===== src/verilog/wta_pkg.sv =====
// Package of register map, field positions and timing counts for the wake-up timer block.
package wta_pkg;

    // ==========================================================================
    // Register map
    localparam logic [7:0] WTA_ADDR_AUX = 8'h30;
    localparam logic [7:0] WTA_ADDR_WTC = 8'h31;
    localparam logic [7:0] WTA_ADDR_CFG = 8'h32;
    localparam logic [7:0] WTA_ADDR_BASE = 8'h33;
    localparam logic [7:0] WTA_ADDR_AVG = 8'h34;
    localparam logic [7:0] WTA_RST_VAL = 8'h00;

    // ==========================================================================
    // Field positions
    localparam int WTA_WTC_RANGE = 7;
    localparam int WTA_WTC_CODE_MSB = 6;
    localparam int WTA_WTC_CODE_LSB = 4;
    localparam int WTA_WTC_IRQ_TMO = 3;
    localparam int WTA_WTC_AMP = 2;
    localparam int WTA_WTC_PHS = 1;
    localparam int WTA_CFG_THR_MSB = 7;
    localparam int WTA_CFG_THR_LSB = 4;
    localparam int WTA_CFG_INCL = 3;
    localparam int WTA_CFG_WGT_HI = 2;
    localparam int WTA_CFG_WGT_LO = 1;
    localparam int WTA_CFG_AVG_SEL = 0;
    localparam logic [7:0] WTA_WTC_WMASK = 8'hfe;

    // ==========================================================================
    // Timing
    localparam int WTA_CLK_HZ = 40000000;
    localparam int WTA_TICK_MS = 10;
    localparam int WTA_TICK_CYC = WTA_CLK_HZ / 1000 * WTA_TICK_MS;
    localparam int WTA_LONG_MS = 100;
    localparam int WTA_TICKS_LONG = WTA_LONG_MS / WTA_TICK_MS;

    // Live status inputs gathered for the auxiliary display.
    typedef struct packed {
        logic phase_channel;
        logic field_detected;
        logic tx_active;
        logic osc_stable;
        logic rx_enabled;
        logic rx_receiving;
        logic peer_detect_mode;
        logic collision_avoid_active;
    } wta_status_t;

    typedef struct packed {
        logic we;
        logic re;
        logic [7:0] addr;
        logic [7:0] wdata;
    } wta_reg_req_t;

endpackage


===== src/verilog/wta_average.sv =====
// Auto-averaging filter for amplitude measurement results.
`timescale 1ns/100ps
module wta_average
    import wta_pkg::*;
(
    input wire logic ref_clk,
    input wire logic rst_n,
    input wire logic clear,
    input wire logic update,
    input wire logic [1:0] weight_sel,
    input wire logic [7:0] sample,
    output logic [7:0] average
);

    logic [7:0] avg_r;
    logic [8:0] diff;
    logic [8:0] step;

    // Signed difference shifted by 2 to 5; arithmetic shift keeps the sign.
    assign diff = {1'b0, sample} - {1'b0, avg_r};
    assign step = 9'($signed(diff) >>> (3'd2 + {1'b0, weight_sel}));

    always_ff @(posedge ref_clk or negedge rst_n)
    begin
        if (!rst_n)
            avg_r <= WTA_RST_VAL;
        else if (clear)
            avg_r <= WTA_RST_VAL;
        else if (update)
            avg_r <= avg_r + step[7:0]; // see RQ20 RQ16
    end

    assign average = avg_r;

endmodule


===== src/verilog/wta_top.sv =====
// Wake-up timer with amplitude check and auxiliary status display.
`timescale 1ns/100ps

// What this block does
// RQ1: Bit 7 channel, bit 6 field detector.
// RQ2: Bit 5 shows transmitter active.
// RQ3: Bit 4 shows oscillator stable.
// RQ4: Bit 3 shows receive decoder enabled.
// RQ5: Bit 2 shows message being received.
// RQ6: Bit 1 shows peer detection mode.
// RQ7: Bit 0 shows collision avoidance mode.
// RQ8: Read-only displays zero after reset, default.
// RQ9: Writable registers reset to zero.
// RQ10: Period is code plus one times range.
// RQ11: Timeout interrupt at every expiry when enabled.
// RQ12: Amplitude measurement per expiry, interrupt on excess.
// RQ13: Phase measurement request per expiry; bit 0 zero.
// RQ14: Config bits 7..4 give difference threshold.
// RQ15: Bit 3 includes triggering sample in average.
// RQ16: Bits 2..1 pick weight 4 to 32.
// RQ17: Bit 0 selects average or stored baseline.
// RQ18: Readable writable 8-bit baseline value.
// RQ19: Running average shown read-only.
// RQ20: Average moves by difference over weight.
// RQ21: Absolute difference against low-aligned threshold.
module wta_top
    import wta_pkg::*;
#(
    parameter int TICK_CYCLES = WTA_TICK_CYC
)
(
    input wire logic ref_clk,
    input wire logic nrst,
    input wire logic set_default,
    input wire wta_reg_req_t reg_req,
    output logic [7:0] reg_rdata,
    input wire wta_status_t live_status,
    output logic amp_meas_start,
    output logic phase_meas_start,
    input wire logic amp_meas_done,
    input wire logic [7:0] amp_meas_result,
    output logic irq_timeout,
    output logic irq_amplitude
);

    // ==========================================================================
    // Reset release
    logic [1:0] rst_sync_r;
    logic rst_n;

    always_ff @(posedge ref_clk or negedge nrst)
    begin
        if (!nrst)
            rst_sync_r <= 2'b00;
        else
            rst_sync_r <= {rst_sync_r[0], 1'b1};
    end

    assign rst_n = rst_sync_r[1];

    // ==========================================================================
    // Registers
    logic [7:0] wtc_r;
    logic [7:0] cfg_r;
    logic [7:0] base_r;
    logic [7:0] aux_r;
    logic [7:0] avg;
    logic [7:0] rdata_r;

    function automatic logic hit(input wta_reg_req_t req, input logic [7:0] a);
        hit = req.we && (req.addr == a);
    endfunction

    always_ff @(posedge ref_clk or negedge rst_n)
    begin
        if (!rst_n)
            wtc_r <= WTA_RST_VAL;
        else if (set_default)
            wtc_r <= WTA_RST_VAL; // see RQ9
        else if (hit(reg_req, WTA_ADDR_WTC))
            wtc_r <= reg_req.wdata & WTA_WTC_WMASK; // see RQ13
    end

    always_ff @(posedge ref_clk or negedge rst_n)
    begin
        if (!rst_n)
            cfg_r <= WTA_RST_VAL;
        else if (set_default)
            cfg_r <= WTA_RST_VAL; // see RQ9
        else if (hit(reg_req, WTA_ADDR_CFG))
            cfg_r <= reg_req.wdata;
    end

    always_ff @(posedge ref_clk or negedge rst_n)
    begin
        if (!rst_n)
            base_r <= WTA_RST_VAL;
        else if (set_default)
            base_r <= WTA_RST_VAL; // see RQ9
        else if (hit(reg_req, WTA_ADDR_BASE))
            base_r <= reg_req.wdata; // see RQ18
    end

    // Live bits are sampled each cycle so the display is one clock behind the pins.
    always_ff @(posedge ref_clk or negedge rst_n)
    begin
        if (!rst_n)
            aux_r <= WTA_RST_VAL;
        else if (set_default)
            aux_r <= WTA_RST_VAL; // see RQ8
        else
            aux_r <= live_status; // see RQ1 RQ2 RQ3 RQ4 RQ5 RQ6 RQ7
    end

    always_ff @(posedge ref_clk or negedge rst_n)
    begin
        if (!rst_n)
            rdata_r <= WTA_RST_VAL;
        else if (reg_req.re)
        begin
            if (reg_req.addr == WTA_ADDR_AUX)
                rdata_r <= aux_r;
            else if (reg_req.addr == WTA_ADDR_WTC)
                rdata_r <= wtc_r;
            else if (reg_req.addr == WTA_ADDR_CFG)
                rdata_r <= cfg_r;
            else if (reg_req.addr == WTA_ADDR_BASE)
                rdata_r <= base_r;
            else if (reg_req.addr == WTA_ADDR_AVG)
                rdata_r <= avg; // see RQ19
            else
                rdata_r <= WTA_RST_VAL;
        end
    end

    assign reg_rdata = rdata_r;

    // ==========================================================================
    // Wake-up timer
    logic [31:0] div_r;
    logic tick;
    logic [3:0] tick_cnt_r;
    logic [3:0] sub_cnt_r;
    logic [3:0] sub_len;
    logic expire;
    logic wtc_write;

    assign wtc_write = hit(reg_req, WTA_ADDR_WTC);
    assign tick = (div_r == 32'(TICK_CYCLES - 1));

    always_ff @(posedge ref_clk or negedge rst_n)
    begin
        if (!rst_n)
            div_r <= '0;
        else if (set_default || wtc_write || tick)
            div_r <= '0;
        else
            div_r <= div_r + 32'd1;
    end

    // A period is built from 10 ms ticks; the long range counts ten per step.
    assign sub_len = wtc_r[WTA_WTC_RANGE] ? 4'd1 : 4'(WTA_TICKS_LONG);

    always_ff @(posedge ref_clk or negedge rst_n)
    begin
        if (!rst_n)
        begin
            sub_cnt_r <= '0;
            tick_cnt_r <= '0;
        end
        else if (set_default || wtc_write)
        begin
            sub_cnt_r <= '0;
            tick_cnt_r <= '0;
        end
        else if (tick)
        begin
            if (sub_cnt_r == sub_len - 4'd1)
            begin
                sub_cnt_r <= '0;
                if (expire)
                    tick_cnt_r <= '0;
                else
                    tick_cnt_r <= tick_cnt_r + 4'd1;
            end
            else
                sub_cnt_r <= sub_cnt_r + 4'd1;
        end
    end

    // Expiry after code plus one steps.
    assign expire = tick && (sub_cnt_r == sub_len - 4'd1) &&
                    (tick_cnt_r == {1'b0, wtc_r[WTA_WTC_CODE_MSB:WTA_WTC_CODE_LSB]}); // see RQ10

    // ==========================================================================
    // Measurement and interrupts
    logic [7:0] ref_val;
    logic [7:0] abs_diff;
    logic over;
    logic meas_pending_r;
    logic amp_start_r;
    logic ph_start_r;
    logic irq_tmo_r;
    logic irq_amp_r;

    assign ref_val = cfg_r[WTA_CFG_AVG_SEL] ? avg : base_r; // see RQ17
    assign abs_diff = (amp_meas_result >= ref_val) ? amp_meas_result - ref_val
                                                   : ref_val - amp_meas_result; // see RQ21
    assign over = abs_diff > {4'h0, cfg_r[WTA_CFG_THR_MSB:WTA_CFG_THR_LSB]}; // see RQ14

    always_ff @(posedge ref_clk or negedge rst_n)
    begin
        if (!rst_n)
        begin
            amp_start_r <= 1'b0;
            ph_start_r <= 1'b0;
            irq_tmo_r <= 1'b0;
            irq_amp_r <= 1'b0;
            meas_pending_r <= 1'b0;
        end
        else
        begin
            amp_start_r <= expire && wtc_r[WTA_WTC_AMP]; // see RQ12
            ph_start_r <= expire && wtc_r[WTA_WTC_PHS]; // see RQ13
            irq_tmo_r <= expire && wtc_r[WTA_WTC_IRQ_TMO]; // see RQ11
            irq_amp_r <= meas_pending_r && amp_meas_done && over; // see RQ12
            if (set_default)
                meas_pending_r <= 1'b0;
            else if (expire && wtc_r[WTA_WTC_AMP])
                meas_pending_r <= 1'b1;
            else if (amp_meas_done)
                meas_pending_r <= 1'b0;
        end
    end

    assign amp_meas_start = amp_start_r;
    assign phase_meas_start = ph_start_r;
    assign irq_timeout = irq_tmo_r;
    assign irq_amplitude = irq_amp_r;

    // Excluding triggering samples keeps a nearby tag from dragging the baseline.
    wta_average u_avg (
        .ref_clk(ref_clk),
        .rst_n(rst_n),
        .clear(set_default), // see RQ8
        .update(meas_pending_r && amp_meas_done && (!over || cfg_r[WTA_CFG_INCL])), // see RQ15
        .weight_sel(cfg_r[WTA_CFG_WGT_HI:WTA_CFG_WGT_LO]),
        .sample(amp_meas_result),
        .average(avg)
    );

endmodule


===== config.mk =====
export PLATFORM = sky130hd
export DESIGN_NAME = wta_top
export DESIGN_NICKNAME = d
export VERILOG_FILES = /design/src/verilog/wta_pkg.sv /design/src/verilog/wta_average.sv /design/src/verilog/wta_top.sv
export SDC_FILE = /design/constraint.sdc
export NUM_CORES = 1
export LEC_CHECK = 0
export BUFFER_PORTS_ARGS = -buffer_cell sky130_fd_sc_hd__buf_2
export CAP_MARGIN = 30
export CORE_MARGIN = 4
export CORE_UTILIZATION = 35
export CTS_BUF_LIST = sky130_fd_sc_hd__clkbuf_4 sky130_fd_sc_hd__clkbuf_8
export CTS_CLUSTER_DIAMETER = 100
export DETAILED_ROUTE_END_ITERATION = 8
export PLACE_DENSITY_LB_ADDON = 0.3
export SLEW_MARGIN = 20
export SYNTH_ARGS = -nofsm -noshare
export SYNTH_HDL_FRONTEND = slang
export SYNTH_SLANG_ARGS = --single-unit

===== constraint.sdc =====
create_clock -name ref_clk -period 8.9 [get_ports ref_clk]
set_clock_uncertainty 0.15 [all_clocks]
set_input_delay 0.445 -clock ref_clk [delete_from_list [all_inputs] [get_ports ref_clk]]
set_output_delay 0.445 -clock ref_clk [all_outputs]
set_load 0.005 [all_outputs]

==> out/results.tsv <==
metric	value	unit
Seq/Total Area, Yosys	39.8	%
final WL	14.7	mm
largest net degree at the start of global routing	55	
total global-route track usage	16.0	%
achievable frequency	196	MHz
1st-pass router iterations	5	
first-pass GRT wire length	24.3	mm
Slew HR	52.8	%
Slew @ Worst Pin	0.707	ns
initial DRC count	232	
Final min period	5.11	ns
total number of vias	4777	
EDFF count, synth	0	
core area	16600	sq um
most common cell after layout, fill and taps aside	dfrtp_1	
Hold Path Stages	2	
GP Congestion	0.843	
clock root buffer	clkbuf_8	
Core Util, Final	39.6	%
Die W	138	microns
Setup WS post-layout	3.79	ns
Max Cap Viol	0	
Synth Instances	646	
total gr overflow	0	
Arrival @ worst endpoint	5.25	ns
synthesized area	5910	sq um
clk sinks	94	
n_diodes	0	
Avg Cell Area, Syn	9.15	sq um
CTS tree	built	
crit start category	flip-flop	
status	complete, no violations	
Post-synth top flop	dfrtp_1	
max-slew violation count	0	
Layout fillers	1706	
CP Class	flip-flop to flip-flop	
Layout Nets	760	
worst reg2reg setup slack	3.79	ns
ys async rst share	100	%
initial antenna violation count	0	
CTS max path bufs	2	
drt drc	0	
Finished Cell Area	6560	sq um
vias in the first global route	4859	
worst vdd ir	0.0859	mV
post-route ant nets	0	
largest fanout on the critical path	10	
num rows	47	
most frequent cells in the layout	dfrtp_1, nor2_1, buf_2	
synth unique cells	55	
Initial Util	35.6	%
Worst Path Required	9.04	ns
static leakage	3.02	nW
Post-DP Area	6370	sq um
register bit total from synthesis	94	
final setup violation count	0	
final worst-path cycle share	57.4	%
TNS Setup	0	ns
post-DR wirelength/cell	16.2	microns
pwr dens	122	nW/um^2
Reg2Reg Depth	16	
CTS H-Tree Depth	3	
Clock Latency Late Sink	0.36	ns
fraction of final layout cells sized beyond drive strength 1	11.3	%
crit path capture type	flip-flop	
die area	19000	sq um
Hold Vio Cnt, Final	0	
PortBufs	49	
area delta synth->final	11.0	%
Yosys warning count	0	
RSZ-0062 raised after global routing	false	
Num CTS Buffers	9	
Post-DP HPWL	11.3	mm
clock-pin slew on the worst setup and hold paths	0.09	ns
Syn Nets	723	
pre-CTS setup slack	3.80	ns
die height	138	microns
postcts setup bufs	0	
vias per cell	5.26	
IO Pins	50	
type of the worst min-delay path	primary input to flip-flop	
[power breakdown]
group | internal, mW | total [mW] | switching, mW
Sequential | 0.433 | 0.440 | 0.00691
Clock | 0.111 | 0.264 | 0.153
Combinational | 0.0395 | 0.0989 | 0.0594
[cells by family after synthesis]
group / synth area share [%]
AND/OR/NAND/NOR: 19.9
AO/OA/AOI/OAI: 13.7
flip-flops: 39.8
buffers and inverters: 3.85
XOR/XNOR: 6.96
multiplexers: 7.15
adder cells (fa/ha/maj): 8.63
other: 0.0634
[metal layers]
layer	track usage [%]	vias up	routed length (microns)
met1	19.8	2334	6470
li1	-	2361	-
met4	3.35	0	159
met3	3.08	15	398
met2	28.8	67	7640
met5	0	-	0
[through the flow]
stage | cells | hold WS [ns] | total power [mW]
2_1_floorplan | 646 | -0.000591 | 0.512
3_3_place_gp | 890 | 0.0808 | 0.544
3_5_place_dp | 891 | 0.0846 | 0.547
4_1_cts | 908 | 0.136 | 0.813
5_1_grt | 908 | 0.128 | 0.841
6_report | 908 | 0.148 | 0.803
[flip-flops by register name (all words and copies together) (netlist names), 2 cells and up]
register,count
reg_rdata,8
wtc_r,7
aux_r,8
tick_cnt_r,4
cfg_r,8
rst_sync_r,2
div_r,32
base_r,8
u_avg.average,8
sub_cnt_r,4
[cells in the mapped netlist, types with 2 or more instances]
master	n	area share [%]
nor4_1	6	0.63
a21oi_1	47	4.0
ha_1	36	7.6
or4b_1	4	0.68
a41oi_1	2	0.30
and2_1	8	0.85
o31ai_1	3	0.38
clkbuf_1	23	1.5
buf_1	4	0.25
a31oi_1	3	0.32
nand2b_1	4	0.42
nor3_1	13	1.1
inv_1	31	2.0
o21ai_0	33	2.8
a222oi_1	7	1.2
and3_1	7	0.74
nand4_1	14	1.5
buf_2	2	0.17
a22oi_1	2	0.25
mux2_2	2	0.38
xor2_1	29	4.3
nor2_1	72	4.6
nor2b_1	12	1.3
or4_1	3	0.38
xnor2_1	18	2.7
fa_1	3	1.0
o211ai_1	4	0.51
nand2_1	43	2.7
mux2i_1	40	6.8
nand3_1	24	2.0
a211oi_1	7	0.89
nand3b_1	4	0.51
and4_1	5	0.74
a21o_1	12	1.5
dfrtp_1	94	40
or3_1	5	0.53
o21a_1	2	0.25
[critical path, stage by stage, from the launching register on]
cell	delay (ns)
dfrtp_1	0.67
mux2i_1	0.46
inv_1	0.15
ha_1	0.34
and4_1	0.20
a211oi_1	0.06
o21ai_2	0.35
mux2_2	0.40
ha_1	0.29
nor2b_1	0.14
o21a_1	0.16
o21ai_0	0.16
nand2b_1	0.07
a22oi_1	0.33
a41oi_1	0.37
or4_1	0.57
a21oi_1	0.16
[timing repair]
item / CTS / global route
hold buffers: 1 / 0
resized for setup: 0 / 0
endpoints found under the hold margin: 2 / 0
[path summary, 6_finish.rpt]
check,start,endpoint
worst max-delay path,cfg_r[0],u_avg.average[7]
worst min-delay path,live_status[0],aux_r[0]
worst max register to register,cfg_r[0],u_avg.average[7]
worst min register to register,rst_sync_r[1],wtc_r[2]
max in group asynchronous,rst_sync_r[1],div_r[6]
min in group asynchronous,rst_sync_r[1],wtc_r[2]
[layout make-up]
cell class	instances	area, sq um	share of cell area, %
timing repair buffer	55	300	4.57
inverter	31	116	1.77
clock inverter	6	46.3	0.705
multi-input combinational	492	3330	50.8
tap	220	275	4.19
sequential	94	2360	35.9
clock buffer	10	138	2.10
Power figures use the tool's default switching activity.
